===== config.mk =====
export PLATFORM = sky130hd
export DESIGN_NAME = rtc_calendar_counters
export DESIGN_NICKNAME = d
export VERILOG_FILES = /design/src/core/rtc_pkg.sv /design/src/core/tick_divider.sv /design/src/core/w1c_flag.sv /design/src/core/rtc_calendar_counters.sv
export SDC_FILE = /design/constraint.sdc
export NUM_CORES = 1
export LEC_CHECK = 0
export ABC_AREA = 1
export BUFFER_PORTS_ARGS = -buffer_cell sky130_fd_sc_hd__buf_4
export CORE_MARGIN = 2
export CORE_UTILIZATION = 60
export DETAILED_ROUTE_END_ITERATION = 12
export HOLD_SLACK_MARGIN = 0.06
export PLACE_DENSITY = 0.89
export SYNTH_ARGS = -nofsm -noshare
export SYNTH_HDL_FRONTEND = slang
export SYNTH_HIERARCHICAL = 1
export SYNTH_SLANG_ARGS = --single-unit

===== constraint.sdc =====
create_clock -name MCLK -period 2.6 [get_ports MCLK]
set_input_delay 0.26 -clock MCLK [delete_from_list [all_inputs] [get_ports MCLK]]
set_output_delay 0.26 -clock MCLK [all_outputs]
set_load 0.01 [all_outputs]

===== src/core/rtc_pkg.sv =====
// shared constants of the calendar counter block: map, fields, limits
// assumes a 10 MHz system clock and a plain strobe register port
package rtc_pkg;
  // ----------------------------------------
  // timing
  // ----------------------------------------
  localparam int CLK_HZ = 10_000_000;
  localparam int PRESC_HZ = 256;
  localparam int SW_HZ = 100;
  // ----------------------------------------
  // register map (byte addresses)
  // ----------------------------------------
  localparam logic [3:0] A_CTRL = 4'h0;
  localparam logic [3:0] A_SEC = 4'h2;
  localparam logic [3:0] A_HOUR = 4'h4;
  localparam logic [3:0] A_MONTH = 4'h6;
  localparam logic [3:0] A_YEAR = 4'h8;
  localparam logic [3:0] A_FLAG = 4'ha;
  localparam logic [3:0] A_ENABLE = 4'hc;
  localparam logic [3:0] A_SW = 4'he;
  // ----------------------------------------
  // field positions
  // ----------------------------------------
  localparam int HI_LSB = 8;
  localparam int LO_LSB = 0;
  localparam int PM_BIT = 14;
  localparam int CTL_CLR_BIT = 1;
  localparam int CTL_24H_BIT = 4;
  localparam int CTL_BUSY_BIT = 6;
  localparam int SW_GO_BIT = 0;
  localparam int SW_ZERO_BIT = 4;
  localparam int F_TRIM = 15;
  localparam int F_SW1 = 14;
  localparam int F_SW10 = 13;
  localparam int F_SW100 = 12;
  localparam int F_ALARM = 8;
  localparam int F_DAY = 7;
  localparam int F_HOUR = 6;
  localparam int F_MIN = 5;
  localparam int F_SEC = 4;
  localparam int F_HALF = 3;
  localparam int F_QUARTER = 2;
  localparam int F_EIGHTH = 1;
  localparam int F_T32 = 0;
  localparam int TAP_HALF = 6;
  localparam int TAP_QUARTER = 5;
  localparam int TAP_EIGHTH = 4;
  localparam int TAP_T32 = 2;
  localparam logic [15:0] FLAG_MASK = 16'hf1ff;
  // ----------------------------------------
  // reset values and count limits (bcd except the binary PRESC_TOP)
  // ----------------------------------------
  localparam logic [5:0] HOUR_RST = 6'h12;
  localparam logic [4:0] MONTH_RST = 5'h01;
  localparam logic [5:0] DAY_RST = 6'h01;
  localparam logic [6:0] SEC_MAX = 7'h59;
  localparam logic [6:0] MIN_MAX = 7'h59;
  localparam logic [5:0] HOUR24_MAX = 6'h23;
  localparam logic [5:0] HOUR12_MAX = 6'h12;
  localparam logic [5:0] HOUR12_PRE = 6'h11;
  localparam logic [5:0] HOUR12_MIN = 6'h01;
  localparam logic [4:0] MONTH_MAX = 5'h12;
  localparam logic [7:0] YEAR_MAX = 8'h99;
  localparam logic [2:0] WEEK_MAX = 3'h6;
  localparam logic [3:0] DIGIT_MAX = 4'h9;
  localparam logic [7:0] PRESC_TOP = 8'hff;
endpackage


===== src/core/tick_divider.sv =====
// divides the system clock into a one-cycle tick every DIV cycles
// assumes DIV of at least 2 and a synchronous active-high reset
`timescale 1ns/10ps
module tick_divider #(
  parameter int DIV = 2
) (
  input wire logic clk, // system clock
  input wire logic rst, // synchronous reset
  output logic tick // one-cycle pulse
);
  localparam int W = $clog2(DIV);
  localparam logic [W-1:0] LAST = W'(DIV - 1);
  logic [W-1:0] cnt_reg;

  always_ff @(posedge clk) begin
    if (rst || cnt_reg == LAST) begin
      cnt_reg <= '0;
    end else begin
      cnt_reg <= cnt_reg + 1'b1;
    end
  end

  always_ff @(posedge clk) begin
    if (rst) begin
      tick <= 1'b0;
    end else begin
      tick <= (cnt_reg == LAST);
    end
  end
endmodule


===== src/core/w1c_flag.sv =====
// one sticky cause flag, cleared by a write of one
// assumes set and clear are single-cycle terms on the same clock
`timescale 1ns/10ps
module w1c_flag (
  input wire logic clk, // system clock
  input wire logic rst, // synchronous reset
  input wire logic set, // event
  input wire logic clr, // software clear
  output logic flag // sticky state
);
  // set beats clear so an event in the clearing cycle survives
  always_ff @(posedge clk) begin
    if (rst) begin
      flag <= 1'b0;
    end else begin
      flag <= set | (flag & ~clr);
    end
  end
endmodule


===== src/core/rtc_calendar_counters.sv =====
// calendar, time-of-day and stopwatch counters with cause flags
// assumes one 10 MHz clock, synchronous reset, and a strobe register port
// whose read data appear in the cycle after the read strobe
`timescale 1ns/10ps

// Contract
// - stopwatch holds count while stopped, resumes
// - stopwatch stops at next stopwatch tick
// - seconds bcd 0..59 in bits 14..8
// - prescaler taps readable, bit7 is 1 Hz
// - prescaler clear bit zeroes all taps
// - pm flag bit 14 in 12-hour mode
// - pm reads zero, ignores one in 24h
// - stale pm cleared at next hour count
// - hours bcd 1..12 or 0..23
// - minutes bcd 0..59 in bits 6..0
// - month bcd 1..12 in bits 12..8
// - day wraps per month length, leap years
// - weekday counts 0..6 modulo seven
// - year bcd 0..99 in bits 7..0
// - cause flags set by events, write-one clears
// - busy high 1/256 s per second count
// - flag bit assignment of all causes
// - enabled set flag raises interrupt request
// - hour format select, stored hour untouched
module rtc_calendar_counters
  import rtc_pkg::*;
#(
  parameter int PRESC_DIV = CLK_HZ / PRESC_HZ,
  parameter int SW_DIV = CLK_HZ / SW_HZ
) (
  input wire logic MCLK, // system clock
  input wire logic SRST, // synchronous reset, active high
  input wire logic [3:0] ADDR, // register byte address
  input wire logic [15:0] WDATA, // write data
  input wire logic WR, // write strobe
  input wire logic RD, // read strobe
  input wire logic ALARM_EVENT, // alarm match pulse
  input wire logic TRIM_EVENT, // trimming done pulse
  output logic [15:0] RDATA, // read data
  output logic IRQ // interrupt request
);
  // ----------------------------------------
  // state
  // ----------------------------------------
  logic [7:0] presc_reg;
  logic [6:0] sec_reg;
  logic [6:0] min_reg;
  logic [5:0] hour_reg;
  logic pm_reg;
  logic [5:0] day_reg;
  logic [4:0] month_reg;
  logic [2:0] week_reg;
  logic [7:0] year_reg;
  logic hour_format_sel;
  logic count_busy;
  logic stopwatch_go;
  logic sw_run_reg;
  logic [7:0] sw_count_reg;
  logic [15:0] enable_reg;
  logic [15:0] flag_q;
  logic [15:0] flag_set;
  logic tick256;
  logic sw_tick;

  // ----------------------------------------
  // decode
  // ----------------------------------------
  logic wr_ctrl, wr_sec, wr_hour, wr_month, wr_year, wr_flag, wr_enable, wr_sw;
  assign wr_ctrl = WR && ADDR == A_CTRL;
  assign wr_sec = WR && ADDR == A_SEC;
  assign wr_hour = WR && ADDR == A_HOUR;
  assign wr_month = WR && ADDR == A_MONTH;
  assign wr_year = WR && ADDR == A_YEAR;
  assign wr_flag = WR && ADDR == A_FLAG;
  assign wr_enable = WR && ADDR == A_ENABLE;
  assign wr_sw = WR && ADDR == A_SW;

  function automatic logic [7:0] bcd_inc(input logic [7:0] v);
    return (v[3:0] == DIGIT_MAX) ? {v[7:4] + 4'h1, 4'h0} : v + 8'h01;
  endfunction

  // ----------------------------------------
  // prescaler
  // ----------------------------------------
  tick_divider #(.DIV(PRESC_DIV)) u_presc_div (
    .clk(MCLK),
    .rst(SRST),
    .tick(tick256)
  );

  logic presc_clear;
  logic presc_step;
  logic [7:0] presc_fall;
  assign presc_clear = wr_ctrl && WDATA[CTL_CLR_BIT];
  assign presc_step = tick256 && !presc_clear;
  // taps that drop from one to zero on this step mark their period
  assign presc_fall = presc_reg & ~(presc_reg + 8'h01);

  always_ff @(posedge MCLK) begin
    if (SRST || presc_clear) begin
      presc_reg <= 8'h00;
    end else if (tick256) begin
      presc_reg <= presc_reg + 8'h01;
    end
  end

  logic sec_tick;
  assign sec_tick = presc_step && presc_reg == PRESC_TOP;

  // busy spans exactly one prescaler step after the second count
  always_ff @(posedge MCLK) begin
    if (SRST) begin
      count_busy <= 1'b0;
    end else if (sec_tick) begin
      count_busy <= 1'b1;
    end else if (tick256) begin
      count_busy <= 1'b0;
    end
  end

  // ----------------------------------------
  // carry chain
  // ----------------------------------------
  logic sec_wrap, min_up, min_wrap, hour_up, day_up, month_up, year_up;
  logic [5:0] hour_next;
  logic pm_next;
  logic hour_wrap;
  logic [7:0] hour_inc;
  logic [5:0] day_max;
  logic leap;
  logic [3:0] leap_sum;

  assign sec_wrap = sec_tick && sec_reg == SEC_MAX;
  assign min_up = sec_wrap;
  assign min_wrap = min_up && min_reg == MIN_MAX;
  assign hour_up = min_wrap;
  assign day_up = hour_up && hour_wrap;
  assign month_up = day_up && day_reg == day_max;
  assign year_up = month_up && month_reg == MONTH_MAX;
  assign hour_inc = bcd_inc({2'h0, hour_reg});

  always_comb begin
    hour_next = hour_inc[5:0];
    pm_next = pm_reg;
    hour_wrap = 1'b0;
    if (hour_format_sel) begin
      pm_next = 1'b0;
      if (hour_reg == HOUR24_MAX) begin
        hour_next = 6'h00;
        hour_wrap = 1'b1;
      end
    end else if (hour_reg == HOUR12_MAX) begin
      hour_next = HOUR12_MIN;
    end else if (hour_reg == HOUR12_PRE) begin
      pm_next = ~pm_reg;
      hour_wrap = pm_reg;
    end
  end

  // leap when (2*tens + units) of the bcd year is a multiple of four
  assign leap_sum = year_reg[3:0] + {2'h0, year_reg[4], 1'b0};
  assign leap = leap_sum[1:0] == 2'h0;

  always_comb begin
    case (month_reg)
      5'h02: day_max = leap ? 6'h29 : 6'h28;
      5'h04, 5'h06, 5'h09, 5'h11: day_max = 6'h30;
      default: day_max = 6'h31;
    endcase
  end

  // ----------------------------------------
  // time of day
  // ----------------------------------------
  logic [7:0] sec_inc, min_inc;
  assign sec_inc = bcd_inc({1'b0, sec_reg});
  assign min_inc = bcd_inc({1'b0, min_reg});

  always_ff @(posedge MCLK) begin
    if (SRST) begin
      sec_reg <= 7'h00;
    end else if (wr_sec) begin
      sec_reg <= WDATA[HI_LSB +: 7];
    end else if (sec_tick) begin
      sec_reg <= sec_wrap ? 7'h00 : sec_inc[6:0];
    end
  end

  always_ff @(posedge MCLK) begin
    if (SRST) begin
      min_reg <= 7'h00;
    end else if (wr_hour) begin
      min_reg <= WDATA[LO_LSB +: 7];
    end else if (min_up) begin
      min_reg <= min_wrap ? 7'h00 : min_inc[6:0];
    end
  end

  always_ff @(posedge MCLK) begin
    if (SRST) begin
      hour_reg <= HOUR_RST;
    end else if (wr_hour) begin
      hour_reg <= WDATA[HI_LSB +: 6];
    end else if (hour_up) begin
      hour_reg <= hour_next;
    end
  end

  always_ff @(posedge MCLK) begin
    if (SRST) begin
      pm_reg <= 1'b0;
    end else if (wr_hour) begin
      pm_reg <= WDATA[PM_BIT] & ~hour_format_sel;
    end else if (hour_up) begin
      pm_reg <= pm_next;
    end
  end

  // ----------------------------------------
  // calendar
  // ----------------------------------------
  logic [7:0] day_inc, month_inc, year_inc;
  assign day_inc = bcd_inc({2'h0, day_reg});
  assign month_inc = bcd_inc({3'h0, month_reg});
  assign year_inc = bcd_inc(year_reg);

  always_ff @(posedge MCLK) begin
    if (SRST) begin
      day_reg <= DAY_RST;
    end else if (wr_month) begin
      day_reg <= WDATA[LO_LSB +: 6];
    end else if (day_up) begin
      day_reg <= month_up ? DAY_RST : day_inc[5:0];
    end
  end

  always_ff @(posedge MCLK) begin
    if (SRST) begin
      month_reg <= MONTH_RST;
    end else if (wr_month) begin
      month_reg <= WDATA[HI_LSB +: 5];
    end else if (month_up) begin
      month_reg <= year_up ? MONTH_RST : month_inc[4:0];
    end
  end

  always_ff @(posedge MCLK) begin
    if (SRST) begin
      week_reg <= 3'h0;
    end else if (wr_year) begin
      week_reg <= WDATA[HI_LSB +: 3];
    end else if (day_up) begin
      week_reg <= (week_reg >= WEEK_MAX) ? 3'h0 : week_reg + 3'h1;
    end
  end

  always_ff @(posedge MCLK) begin
    if (SRST) begin
      year_reg <= 8'h00;
    end else if (wr_year) begin
      year_reg <= WDATA[LO_LSB +: 8];
    end else if (year_up) begin
      year_reg <= (year_reg == YEAR_MAX) ? 8'h00 : year_inc;
    end
  end

  // ----------------------------------------
  // control
  // ----------------------------------------
  // format change leaves the stored hour alone; software rewrites it
  always_ff @(posedge MCLK) begin
    if (SRST) begin
      hour_format_sel <= 1'b0;
    end else if (wr_ctrl) begin
      hour_format_sel <= WDATA[CTL_24H_BIT];
    end
  end

  // ----------------------------------------
  // stopwatch
  // ----------------------------------------
  tick_divider #(.DIV(SW_DIV)) u_sw_div (
    .clk(MCLK),
    .rst(SRST),
    .tick(sw_tick)
  );

  logic sw_zero;
  logic sw_carry10, sw_carry1;
  assign sw_zero = wr_sw && WDATA[SW_ZERO_BIT];
  assign sw_carry10 = sw_tick && sw_run_reg && sw_count_reg[3:0] == DIGIT_MAX;
  assign sw_carry1 = sw_carry10 && sw_count_reg[7:4] == DIGIT_MAX;

  always_ff @(posedge MCLK) begin
    if (SRST) begin
      stopwatch_go <= 1'b0;
    end else if (wr_sw) begin
      stopwatch_go <= WDATA[SW_GO_BIT];
    end
  end

  // the go bit is only sampled on a stopwatch tick, so one more
  // count can land after software clears it
  always_ff @(posedge MCLK) begin
    if (SRST) begin
      sw_run_reg <= 1'b0;
    end else if (sw_tick) begin
      sw_run_reg <= stopwatch_go;
    end
  end

  always_ff @(posedge MCLK) begin
    if (SRST || sw_zero) begin
      sw_count_reg <= 8'h00;
    end else if (sw_tick && sw_run_reg) begin
      sw_count_reg <= sw_carry1 ? 8'h00 : bcd_inc(sw_count_reg);
    end
  end

  // ----------------------------------------
  // cause flags and request
  // ----------------------------------------
  always_comb begin
    flag_set = 16'h0000;
    flag_set[F_TRIM] = TRIM_EVENT;
    flag_set[F_SW1] = sw_carry1;
    flag_set[F_SW10] = sw_carry10;
    flag_set[F_SW100] = sw_tick && sw_run_reg;
    flag_set[F_ALARM] = ALARM_EVENT;
    flag_set[F_DAY] = day_up;
    flag_set[F_HOUR] = hour_up;
    flag_set[F_MIN] = min_up;
    flag_set[F_SEC] = sec_tick;
    flag_set[F_HALF] = presc_step && presc_fall[TAP_HALF];
    flag_set[F_QUARTER] = presc_step && presc_fall[TAP_QUARTER];
    flag_set[F_EIGHTH] = presc_step && presc_fall[TAP_EIGHTH];
    flag_set[F_T32] = presc_step && presc_fall[TAP_T32];
  end

  genvar gi;
  generate
    for (gi = 0; gi < 16; gi++) begin : g_flag
      if (FLAG_MASK[gi]) begin : g_on
        w1c_flag u_flag (
          .clk(MCLK),
          .rst(SRST),
          .set(flag_set[gi]),
          .clr(wr_flag && WDATA[gi]),
          .flag(flag_q[gi])
        );
      end else begin : g_off
        assign flag_q[gi] = 1'b0;
      end
    end
  endgenerate

  always_ff @(posedge MCLK) begin
    if (SRST) begin
      enable_reg <= 16'h0000;
    end else if (wr_enable) begin
      enable_reg <= WDATA & FLAG_MASK;
    end
  end

  always_ff @(posedge MCLK) begin
    if (SRST) begin
      IRQ <= 1'b0;
    end else begin
      IRQ <= |(flag_q & enable_reg);
    end
  end

  // ----------------------------------------
  // read port
  // ----------------------------------------
  logic [15:0] rd_mux;
  always_comb begin
    rd_mux = 16'h0000;
    case (ADDR)
      A_CTRL: begin
        rd_mux[CTL_24H_BIT] = hour_format_sel;
        rd_mux[CTL_BUSY_BIT] = count_busy;
      end
      A_SEC: rd_mux = {1'b0, sec_reg, presc_reg};
      A_HOUR: rd_mux = {1'b0, pm_reg & ~hour_format_sel, hour_reg, 1'b0, min_reg};
      A_MONTH: rd_mux = {3'h0, month_reg, 2'h0, day_reg};
      A_YEAR: rd_mux = {5'h00, week_reg, year_reg};
      A_FLAG: rd_mux = flag_q;
      A_ENABLE: rd_mux = enable_reg;
      A_SW: rd_mux = {sw_count_reg, 7'h00, stopwatch_go};
      default: rd_mux = 16'h0000;
    endcase
  end

  // data stand only in the cycle after the read strobe
  always_ff @(posedge MCLK) begin
    if (SRST || !RD) begin
      RDATA <= 16'h0000;
    end else begin
      RDATA <= rd_mux;
    end
  end
endmodule


==> impl.org, run 1 <==
** Routing
- After detailed routing, the average wire length per cell comes to 16.1 µm.
- Final wirelength :: 22900 µm
- The first detailed-routing pass took 7 iterations.
- The routed design uses 10700 µm of met2 wire.
- Antenna-violating nets left :: 0
- After detailed routing, no signal wire sits above met4.
- The final route contains 8355 vias.
- Routed via count divided by cell count :: 5.85
- After detailed routing, the wire length on met1 is 9090 µm.
- Remaining design rule violation count :: 0
- The first routing iteration left 1050 violations.
- Total met3 wirelength after detailed routing :: 2340 µm

** Setup path
- Counting stages on the worst path, the most repeated cell is sky130_fd_sc_hd__nand2_1.
- Depth of the worst register-to-register path :: 9
- The critical path goes through ha_1 -> nand3_2 -> nor2_2 -> nand4_4 -> nor3_4 -> nand2_1 -> nand2_1 -> o21ai_0 -> a21oi_1.
- At the worst endpoint, the arrival time is 2.55 ns.
- CP max stage delay :: 0.44 ns
- In this run the critical register-to-register path is launched from sec_reg[0].
- The worst setup path is captured at a flip-flop.
- STA puts the critical path data required time at 2.97 ns.
- Category of the worst setup path launch point :: flip-flop
- The critical path is of the flip-flop to flip-flop type.
- The worst register-to-register path ends at month_reg[3].
- Along the worst path, the maximum fanout reaches 11.
- The largest individual stage delay along the critical path comes from the cell sky130_fd_sc_hd__dfxtp_1.
- The setup check on the worst reg-to-reg path leaves a slack of 0.42 ns.

** Final layout
- Multi-input combinational cell area :: 4480 µm²
- Area delta synth->final :: 13.4%
- Finished Layout Cells :: 1427
- Number of nets in the final layout :: 1295
- Filler cell count :: 1112
- The register with the most flip-flops in the layout has 17 of them.
- Leaving out fill and tap cells, the most frequent cell in the layout is sky130_fd_sc_hd__nand2_1.
- In the layout the commonest cells are sky130_fd_sc_hd__nand2_1 (245), sky130_fd_sc_hd__inv_1 (192), sky130_fd_sc_hd__dfxtp_1 (141), sky130_fd_sc_hd__nor2_1 (119), sky130_fd_sc_hd__a21oi_1 (87).
- Share of cells above drive strength 1 :: 12.5%
- Area occupied by registers :: 2820 µm²
- Finished layout cell area :: 9270 µm²
- 0 antenna diodes ended up in the layout.

** Clock tree
- In this run, post-CTS repair resized a total of 0 instances.
- Once the clock tree was built, the setup fixing pass inserted 0 buffers.
- TritonCTS built the clock tree.
- Hold repair after CTS inserted 0 buffers.
- Clock buffer depth :: 2
- Clock root buffer :: sky130_fd_sc_hd__clkbuf_16
- CTS H-Tree Depth :: 4
- Clock buffers created by TritonCTS :: 17
- After clock tree synthesis, the clock-pin slew on the worst setup and hold paths is 0.06 ns.
- Clock Sink Count :: 141
- Clock latency on the worst-skew pair, taken at its later pin, is 0.44 ns.

** Timing
- Measured against its own limit, the worst slew margin works out to 47.1%.
- Setup violations remaining at the end of the flow were counted as 0.
- Post-route worst hold slack :: 0.0885 ns
- Setup repair after global routing missed its margin :: no
- Total count of max-transition violations in the final report :: 0
- Worst-case clock skew :: 0.00854 ns
- Part of the cycle the worst path needs :: 83.9%
- Pin slew with the least headroom to its limit :: 0.792 ns
- Setup tns final :: 0 ns
- Number of hold-slack violations in the final timing report :: 0
- Final Critical Period :: 2.18 ns
- Fmax :: 459 MHz

** Synth
- Ranked by total cell area, the synthesized netlist is headed by sky130_fd_sc_hd__dfxtp_1 (35%), sky130_fd_sc_hd__nand2_1 (11%), sky130_fd_sc_hd__inv_1 (8.8%), sky130_fd_sc_hd__nor2_1 (5.5%), sky130_fd_sc_hd__a21oi_1 (5.3%).
- The top cell type by area accounts for 34.5% of the synthesized area.
- The number of nets in the synthesized netlist is 1249.
- Of the synthesized area, sequential elements account for 34.5%.
- Synthesis-stage register bit count :: 141
- Synthesis produced 1195 cells.
- After synthesis the cells add up to 8180 µm².
- The netlist uses 49 different library cells.
- Library cell occupying the most area in the post-synthesis netlist :: sky130_fd_sc_hd__dfxtp_1
- The average instance in the mapped netlist occupies 6.85 µm².
- For this run, the number of Yosys warnings is 6.

** Pwr
- Summed over all cells, the static leakage comes to 3.70 nW.
- IR analysis of the VDD net gives a maximum drop of 0.463 mV.
- Dividing total power by cell area gives a power density of 543 nW/µm².

** Die
- The initial utilization of the core area, before any placement, comes to 61.5%.
- The die is 121 µm wide.
- Placeable core area :: 13300 µm²
- Std cell rows :: 42
- Total Die Area :: 14600 µm²
- I/O pin count :: 43
- Die Y :: 121 µm

** Min path
- The path with the worst hold slack has its endpoint at g_flag[15].g_on.u_flag/flag.
- Min-delay src :: TRIM_EVENT
- The tightest min-delay check is of the primary input to flip-flop type.
- Cell depth of the worst min-delay path :: 3

** Global route
- For this run, the total global-route usage over all layers was measured as 32.4%.
- Global routing finished with a remaining overflow of 0.
- The first global-routing pass estimated 37300 µm of wire.
- Largest net degree at the start of global routing :: 42
- Initial antenna violation count :: 0
- The number of global-route vias before repair is 7739.

** Status
- The run finished with clean final reports.

** Place
- Summed over all nets, the half-perimeter wirelength after detailed placement is 16500 µm.
- The congestion estimate from routability-driven global placement came to 1.02.
- Count of input and output buffers :: 42
- Post-DP Area :: 8670 µm²
- Placed insts :: 1398

** Run
- The tool flagged a number of max-cap violations equal to 0.
-- final cells by class --
| cell class | count | share of cell area (%) |
|---|---|---|
| Tap cell | 176 | 2.37 |
| Multi-Input combinational cell | 829 | 48.3 |
| Timing Repair Buffer | 54 | 4.37 |
| Clock buffer | 19 | 4.78 |
| Sequential cell | 141 | 30.4 |
| Inverter | 198 | 8.01 |
| Clock inverter | 10 | 1.77 |
-- worst max-delay path by stage --
stage	startpoint	to	slack (ns)
after floorplan	presc_reg[0]	year_reg[7]	0.82
after detailed placement	ADDR[1]	hour_reg[5]	0.49
after global routing	presc_reg[0]	month_reg[3]	0.20
after CTS	sec_reg[0]	year_reg[7]	0.47
final	sec_reg[0]	month_reg[3]	0.42
after global placement	ADDR[1]	hour_reg[5]	0.52
-- cells in the mapped netlist, drive strengths merged --
cell	count
clkinv	2
o31ai	1
o22ai	25
buf	11
clkbuf	16
a211oi	3
nand2	258
or2	5
a21oi	104
o21bai	5
nand3	91
dfxtp	141
o21a	1
o221ai	3
nand4	28
inv	196
xor2	22
o21ai	53
a32oi	2
a221oi	9
nand3b	2
nor2	146
a41oi	1
nor4	1
a22oi	1
a22o	4
o211ai	1
ha	28
xnor2	6
a2111oi	2
nor3	12
nor3b	1
a31oi	14
-- cell families (layout without fill, tap and decap cells) --
group / Yosys count / count (layout) / synth area share, %
AND/OR/NAND/NOR: 544 / 544 / 30.7
adder cells (fa/ha/maj): 28 / 28 / 4.28
flip-flops: 141 / 141 / 34.5
buffers and inverters: 225 / 281 / 10.8
XOR/XNOR: 28 / 28 / 3.00
AO/OA/AOI/OAI: 229 / 229 / 16.8
-- per-layer routing --
metal,vias up,global-route usage [%]
met2,463,52.4
met5,-,0
li1,3993,-
met1,3813,39.7
met4,0,15.7
met3,86,8.96
-- through the flow --
stage | utilization, % | total power (W) | setup WS [ns]
6_report | 69.8 | 0.00504 | 0.419
5_1_grt | 69.8 | 0.00517 | 0.205
4_1_cts | 69.8 | 0.00504 | 0.470
3_5_place_dp | 65.2 | 0.00251 | 0.486
3_3_place_gp | 65.2 | 0.00250 | 0.524
2_1_floorplan | - | 0.00240 | 0.818
-- where the power goes --
group	internal, W	switching, W	leakage, nW	total, W
clock network	0.00161	0.000952	0.296	0.00257
logic	0.0000820	0.000178	2.27	0.000260
registers	0.00218	0.0000239	1.14	0.00221
-- critical path, delay by kind of cell (launching register included) --
family	cells	cell delay (ns)
adder cells (fa/ha/maj)	1	0.22
AND/OR/NAND/NOR	6	1.22
flip-flops	1	0.44
AO/OA/AOI/OAI	2	0.22
Note: power is estimated with default switching activity, not from simulation.
==> run 2: changes to the inputs <==
Clock period 2.6 ns to 2.3 ns, I/O delays scaled along.
==> run 2 against run 1 <==
Sequential cell count is the same. Largest cell class unchanged. Total power grew 8.5%. Clock power grew 4%. Combinational power grew 16%. Setup slack lost 0.24 ns. Count of clock-buffer cells in the layout shrank 1. Sequential share of layout area is essentially flat. Routed wire length shrank 0.45%. Largest power group unchanged. Non-clock buffer count grew 7. Fmax grew 3.0%. Die area is the same. Register-to-register slack lost 0.24 ns.
==> impl.org, run 2 (synthesis results as in run 1) <==
** Status
- The flow ran to the end, and the final reports show no timing, DRC or antenna violations.

** Die
- Die Y :: 121 µm (unchanged)
- The die area came to 14600 µm² (unchanged).
- The I/O pin count is 43 (unchanged).
- Std cell rows :: 42 (unchanged)
- Horizontal extent of the die :: 121 µm (unchanged)
- The standard cell core area was 13300 µm² (unchanged).
- The initial core utilization is 61.5% (unchanged).

** Timing
- Fmax :: 472 MHz (+3.0%)
- The final-report max-slew violation count was 0 (unchanged).
- The worst clock skew came to 0.00856 ns (+0.0000137 ns).
- Worst slew margin relative to its limit :: 47.4% (+0.32 points)
- Setup repair after global routing left no endpoint under its margin.
- Part of the cycle the worst path needs :: 92.1% (+8.2 points)
- Pin slew with the least headroom to its limit :: 0.788 ns (-0.00381 ns)
- Number of hold-slack violations in the final timing report :: 0 (unchanged)
- Final Critical Period :: 2.12 ns (-0.0628 ns)
- Setup tns final :: 0 ns (unchanged)
- The count of final setup violators was 0 (unchanged).

** Setup path
- Tracing the worst setup path back leads to its startpoint at sec_reg[0].
- Data arrival at the endpoint of the critical path :: 2.48 ns (-0.07 ns)
- The worst setup path is captured at a flip-flop.
- In this run the critical register-to-register path is launched from sec_reg[0].
- Critical-path maximum fanout :: 10 (-1)
- Category of the worst setup path launch point :: flip-flop
- Endpoint required time on the critical path :: 2.67 ns (-0.30 ns)
- Depth of the worst register-to-register path :: 10 (+1)
- Start-to-end type of the worst setup path :: flip-flop to flip-flop

** Global route
- Met3 usage in global routing :: 7.78% (-1.2 points)
- The number of antenna violations at the first check in global routing came to 0 (unchanged).
- Global-route wire length before repair :: 37100 µm (-0.46%)
- Global Route met2 Usage :: 51.9% (-0.49 points)
- Routing usage on met1 :: 39.4% (-0.33 points)
- The aggregate global-route resource usage came to 32.2% (-0.22 points).
- The overflow left after global routing came to 0 (unchanged).
- Vias in the first global route :: 7745 (+0.078%)
- In this run the most used layer during global routing was met2.
- The pin count of the biggest net entering global routing was 36 (-14%).

** Place
- Count of input and output buffers :: 42 (unchanged)
- Half-perimeter wire length after placement :: 16300 µm (-0.97%)
- Global placer's final weighted congestion :: 0.955 (-6.2%)
- The placed instance count is 1403 (+0.36%).

** Min path
- The depth of the worst hold-timing path is 3 (unchanged).
- In this run the most critical hold path is launched from WDATA[11].
- The path class of the tightest hold or removal check is primary input to flip-flop.

** Routing
- Antenna-violating nets left :: 0 (unchanged)
- The routed via count divided by cell count was 5.82 (-0.52%).
- Remaining design rule violation count :: 0 (unchanged)
- The via count came to 8370 (+0.18%).
- The iteration-0 DRC count of the detailed router was 1140 (+8.6%).
- The length of the first detailed-routing pass in iterations came to 9 (+2).
- The average routed wire per standard cell was 15.9 µm (-1.1%).
- Final wirelength :: 22800 µm (-0.45%)

** Final layout
- Filler cell count :: 1052 (-5.4%)
- Share of cells above drive strength 1 :: 13.1% (+0.53 points)
- In the layout the commonest cells are sky130_fd_sc_hd__nand2_1 (245), sky130_fd_sc_hd__inv_1 (192), sky130_fd_sc_hd__dfxtp_1 (141), sky130_fd_sc_hd__nor2_1 (119), sky130_fd_sc_hd__a21oi_1 (87).
- The final cell count without fillers is 1437 (+0.70%).
- The flip-flop count of the largest register, all copies and words added was 17 (unchanged).
- Commonest non-fill, non-tap cell in the layout :: sky130_fd_sc_hd__nand2_1
- The net total in the final layout is 1302 (+0.54%).
- Area delta synth->final :: 13.6%
- Count of inserted antenna diode cells :: 0 (unchanged)

** Clock tree
- The number of buffers added for setup after CTS came to 0 (unchanged).
- The clock edge transition at the registers on the reported setup and hold paths was 0.06 ns (about the same).
- CTS tree :: built
- Clock buffer depth :: 2 (unchanged)
- Clock Sink Count :: 141 (unchanged)
- Clock insertion delay at the later pin of the skew report :: 0.44 ns (about the same)
- CTS H-Tree Depth :: 4 (unchanged)
- The total of cells resized after clock tree synthesis is 0 (unchanged).
- The number of buffers inserted for hold repair after clock tree synthesis is 2 (+2).
- Clock root buffer :: sky130_fd_sc_hd__clkbuf_16
- The number of buffers inserted during clock tree synthesis was 17 (unchanged).

** Pwr
- The cell area power density came to 588 nW/µm² (+8.3%).
- The static leakage power is 3.72 nW (+0.36%).
- Worst IR Drop VDD :: 0.558 mV (+20%)

** Run
- The count of max-cap constraint violations was 0 (unchanged).
## run 2: path summary, 6_finish.rpt
kind	to	slack, ns
worst max-delay path	year_reg[5]	0.18
worst min-delay path	sec_reg[3]	0.07
worst max register to register	year_reg[5]	0.18
worst min register to register	u_sw_div/cnt_reg[0]	0.47
## run 2: metrics by stage
stage | utilization [%] | hold WS (ns) | instance area, µm² | power (W) | setup slack [ns]
after detailed placement | 65.5 | 0.457 | 8700 | 0.00284 | 0.213
final | 69.9 | 0.0734 | 9290 | 0.00546 | 0.182
after floorplan | - | 0.292 | 8180 | 0.00271 | 0.518
after CTS | 69.9 | 0.0618 | 9290 | 0.00547 | 0.197
after global routing | 69.9 | 0.0765 | 9290 | 0.00560 | 0.0176
after global placement | 65.5 | 0.430 | 8700 | 0.00283 | 0.275
## run 2: power by group
group / internal (W) / switching, W / total [W] / leakage (nW)
Sequential: 0.00247 / 0.0000264 / 0.00249 / 1.14
Combinational: 0.0000978 / 0.000204 / 0.000302 / 2.30
Clock: 0.00150 / 0.00116 / 0.00267 / 0.276
Total: 0.00407 / 0.00139 / 0.00546 / 3.72
## run 2: final cells by class
| type | instances | area (µm²) | area share, % |
|---|---|---|---|
| clock buffer | 18 | 429 | 4.62 |
| sequential | 141 | 2820 | 30.4 |
| multi-input combinational | 829 | 4480 | 48.2 |
| inverter | 198 | 743 | 8.00 |
| clock inverter | 14 | 135 | 1.45 |
| tap | 176 | 220 | 2.37 |
| timing repair buffer | 61 | 463 | 4.98 |
## run 2: critical path, cell delays in order (launching register included)
cell	delay (ns)
sky130_fd_sc_hd__dfxtp_1	0.43
sky130_fd_sc_hd__ha_1	0.22
sky130_fd_sc_hd__nand3_2	0.12
sky130_fd_sc_hd__nor2_2	0.18
sky130_fd_sc_hd__nand4_4	0.17
sky130_fd_sc_hd__nor3_4	0.18
sky130_fd_sc_hd__buf_4	0.21
sky130_fd_sc_hd__nand3_4	0.17
sky130_fd_sc_hd__nand2_4	0.15
sky130_fd_sc_hd__nand2_1	0.08
sky130_fd_sc_hd__a21oi_1	0.13
## run 2: metal layers
metal	wire length [µm]	vias up
met5	0	-
met4	1050	0
met3	2010	99
met2	10600	445
met1	9150	3813
li1	-	4013
==> run 3: changes to the inputs <==
Settings changed: CELL_PAD_IN_SITES_DETAIL_PLACEMENT from default to 1, CELL_PAD_IN_SITES_GLOBAL_PLACEMENT from default to 1, CORE_UTILIZATION 60 to 45, PLACE_DENSITY 0.89 to 0.92.
==> run 3 against run 2 <==
The flow now finishes with violations (setup timing). Setup slack worse by 0.24 ns. Routed wire length is 27% higher. Register-to-register slack worse by 0.24 ns. Total power is 3.1% higher. Cell area is 2.5% higher. Sequential power hardly changed. Combinational power is 7.3% higher. Sequential share of layout area is 0.71 points lower. Hold slack better by 0.014 ns. Final cell count is 4.7% higher. Largest cell class unchanged.
==> impl.org, run 3 (synthesis results as in run 1) <==
** Status
- The run finished, with violations left.
- The final reports fail on setup timing.

** Setup path
- Depth of the worst register-to-register path :: 10 (unchanged)
- Critical path capture point :: year_reg[7]
- Data arrival at the endpoint of the critical path :: 2.71 ns (+0.23 ns)
- The worst setup path is of the flip-flop to flip-flop kind.
- The number of buffer and inverter instances along the worst setup path is 1 (unchanged).
- Capturing point of the worst reg2reg path :: year_reg[7]
- CP most frequent cell :: sky130_fd_sc_hd__nand2_1
- The largest individual stage delay along the critical path comes from the cell sky130_fd_sc_hd__dfxtp_1.
- Ordered cell list for the critical path :: ha_1 -> nand2_1 -> nor2_1 -> nand3_1 -> nor3_4 -> buf_6 -> nand3_4 -> nand2_4 -> nand2_1 -> a21oi_2
- In this design, the largest share of critical-path delay is due to simple AND/OR/NAND/NOR gates.
- The peak fanout along the critical path is 8 (-2).
- The startpoint identified for the worst register-to-register timing path is min_reg[0].
- The data required time of the critical path was 2.65 ns (-0.02 ns).
- The number of cells on the critical path came to 10 (unchanged).
- CP max stage delay :: 0.43 ns (about the same)
- Kind of end point of the critical path :: flip-flop
- Worst setup path startpoint :: min_reg[0]
- STA classifies the critical path startpoint as a flip-flop.
- The setup slack of the most critical reg-to-reg path was -0.06 ns (-0.24 ns).

** Global route
- The wire length of the first global-routing pass is 46000 µm (+24%).
- Initial antenna violation count :: 0 (unchanged)
- The pin count of the biggest net entering global routing came to 62 (+72%).
- The overflow left after global routing is 0 (unchanged).
- The number of global-route vias before repair was 8944 (+15%).
- GRT Util Overall :: 29.6% (-2.5 points)

** Pwr
- Pint :: 0.00427 W (+4.9%)
- The net switching power is 0.00137 W (-1.9%).
- Power consumption :: 0.00563 W (+3.1%)
- The cell area power density came to 592 nW/µm² (+0.61%).
- The part of the total power dissipated in combinational logic came to 5.7% (+0.2 points).
- The sequential fraction of design power came to 44.3% (-1.4 points).
- The fraction of power spent switching nets is 24.2% (-1.2 points).
- The fraction of power consumed by the clock network is 49.9% (+1.1 points).
- Total leakage power :: 3.80 nW (+2.3%)
- Worst IR Drop VDD :: 0.568 mV (+1.7%)

** Routing
- Remaining design rule violation count :: 0 (unchanged)
- The count of antenna-violating nets left after detailed routing is 0 (unchanged).
- The iteration-0 DRC count of the detailed router is 758 (-34%).
- The via count is 8707 (+4.0%).
- Wire length per cell :: 19.3 µm (+21%)
- Number of detailed-routing iterations run before antenna repair :: 5 (-4)
- Final wirelength :: 29000 µm (+27%)
- Routed via count divided by cell count :: 5.79 (-0.67%)

** Final layout
- Most frequent cells in the layout :: sky130_fd_sc_hd__nand2_1 (245), sky130_fd_sc_hd__inv_1 (192), sky130_fd_sc_hd__dfxtp_1 (138), sky130_fd_sc_hd__nor2_1 (119), sky130_fd_sc_hd__a21oi_1 (87)
- The library cell used most frequently in the layout, excluding fill and tap cells, is sky130_fd_sc_hd__nand2_1.
- Compared with the post-synthesis result, the final layout area differs by 16.4%.
- The flip-flop count of the largest register, all copies and words added came to 17 (unchanged).
- Finished Core Util :: 53.2% (-17 points)
- Share of cells above drive strength 1 :: 14.6% (+1.5 points)
- Count of inserted antenna diode cells :: 0 (unchanged)
- Finished layout cell area :: 9520 µm² (+2.5%)
- Number of nets in the final layout :: 1318 (+1.2%)

** Timing
- Worst slew margin relative to its limit :: 44.6% (-2.8 points)
- The final-report max-slew violation count came to 0 (unchanged).
- Worst-case clock skew :: 0.0122 ns (+0.00365 ns)
- The final clock period utilization by the worst path is 103% (+10 points).
- Fmax :: 424 MHz (-10%)
- Number of hold-slack violations in the final timing report :: 0 (unchanged)
- The count of final setup violators was 6 (+6).
- Final Critical Period :: 2.36 ns (+0.240 ns)
- The actual transition at the worst max-transition pin came to 0.831 ns (+0.0427 ns).
- The final worst slack was -0.0577 ns (-0.240 ns).

** Clock tree
- Clock-pin slew on the worst setup and hold paths :: 0.06 ns (about the same)
- Clock root buffer :: sky130_fd_sc_hd__clkbuf_16
- Clock buffer depth :: 2 (unchanged)
- Clock buffers created by TritonCTS :: 17 (unchanged)
- TritonCTS built the clock tree.
- Clock Sink Count :: 141 (unchanged)
- The source-to-sink clock delay at the later pin of the worst-skew pair came to 0.43 ns (about the same).
- CTS H-Tree Depth :: 4 (unchanged)

** Die
- Horizontal extent of the die :: 139 µm (+15%)
- The number of placement rows is 49 (+17%).
- The die area is 19300 µm² (+32%).
- I/O pin count :: 43 (unchanged)
- The standard cell core area came to 17900 µm² (+35%).
- Die Y :: 139 µm (+15%)
- The initial core utilization came to 45.7% (-16 points).

** Place
- Global placer's final weighted congestion :: 0.952 (-0.26%)
- The count of buffers from port buffering is 42 (unchanged).
- Half-perimeter wire length after placement :: 20400 µm (+25%)
- Post-DP Area :: 8850 µm² (+1.6%)

** Min path
- Classification of the worst-slack hold path :: primary input to flip-flop

** Run
- The count of max-cap constraint violations is 0 (unchanged).
## run 3: power groups by stage
stage	sequential, W	clock (W)	combinational, W
finish	0.00250	0.00281	0.000324
global route	0.00250	0.00295	0.000344
CTS	0.00250	0.00286	0.000312
detailed placement	0.00255	0	0.000300
global placement	0.00255	0	0.000293
floorplan	0.00254	0	0.000167
## run 3: worst reg2reg max path, stage by stage, from the launching register on
cell and delay [ns]:
sky130_fd_sc_hd__dfxtp_1 0.43, sky130_fd_sc_hd__ha_1 0.19, sky130_fd_sc_hd__nand2_1 0.10, sky130_fd_sc_hd__nor2_1 0.21, sky130_fd_sc_hd__nand3_1 0.28, sky130_fd_sc_hd__nor3_4 0.34, sky130_fd_sc_hd__buf_6 0.16, sky130_fd_sc_hd__nand3_4 0.14
sky130_fd_sc_hd__nand2_4 0.16, sky130_fd_sc_hd__nand2_1 0.11, sky130_fd_sc_hd__a21oi_2 0.16
## run 3: per-layer routing
metal  part of all wire (%)  GRT usage (%)  routed length (µm)
met4                    4.2           13.3                1220
met2                     49           51.9               14100
met1                     40           35.3               11700
met3                    6.8           5.56                1960
met5                      0              0                   0
## run 3: how the worst min path moves through the flow
stage | from | end | slack (ns) | cells past startpoint
detailed placement | u_sw_div/cnt_reg[0] | u_sw_div/cnt_reg[0] | 0.43 | 1
floorplan | SRST | g_flag[0].g_on.u_flag/flag | 0.29 | 1
CTS | RD | RDATA[15] | 0.07 | 3
finish | RD | RDATA[15] | 0.09 | 3
global route | RD | RDATA[15] | 0.09 | 3
global placement | u_sw_div/cnt_reg[0] | u_sw_div/cnt_reg[0] | 0.43 | 1
## run 3: area by class of cell
class                      count  area [µm²]
clock buffer                  21         480
clock inverter                10         114
fill                        2371        8380
inverter                     198         743
multi-input combinational    829        4490
sequential                   141        2830
tap                          229         287
timing repair buffer          77         587
## run 3: through the flow
step	instances	hold slack [ns]	setup TNS [ns]	worst slack (ns)
final	1505	0.0877	-0.0874	-0.0577
after global routing	1505	0.0949	-2.71	-0.176
after CTS	1499	0.0669	0	0.0777
after detailed placement	1466	0.434	0	0.167
after global placement	1466	0.429	0	0.254
after floorplan	1195	0.292	0	0.518
## run 3: repair_timing
action,4_1_cts,5_1_grt
endpoints found under the hold margin,2,0
setup endpoints to repair,0,8
buffers inserted,0,6
resized for setup,0,7
hold buffers,2,0
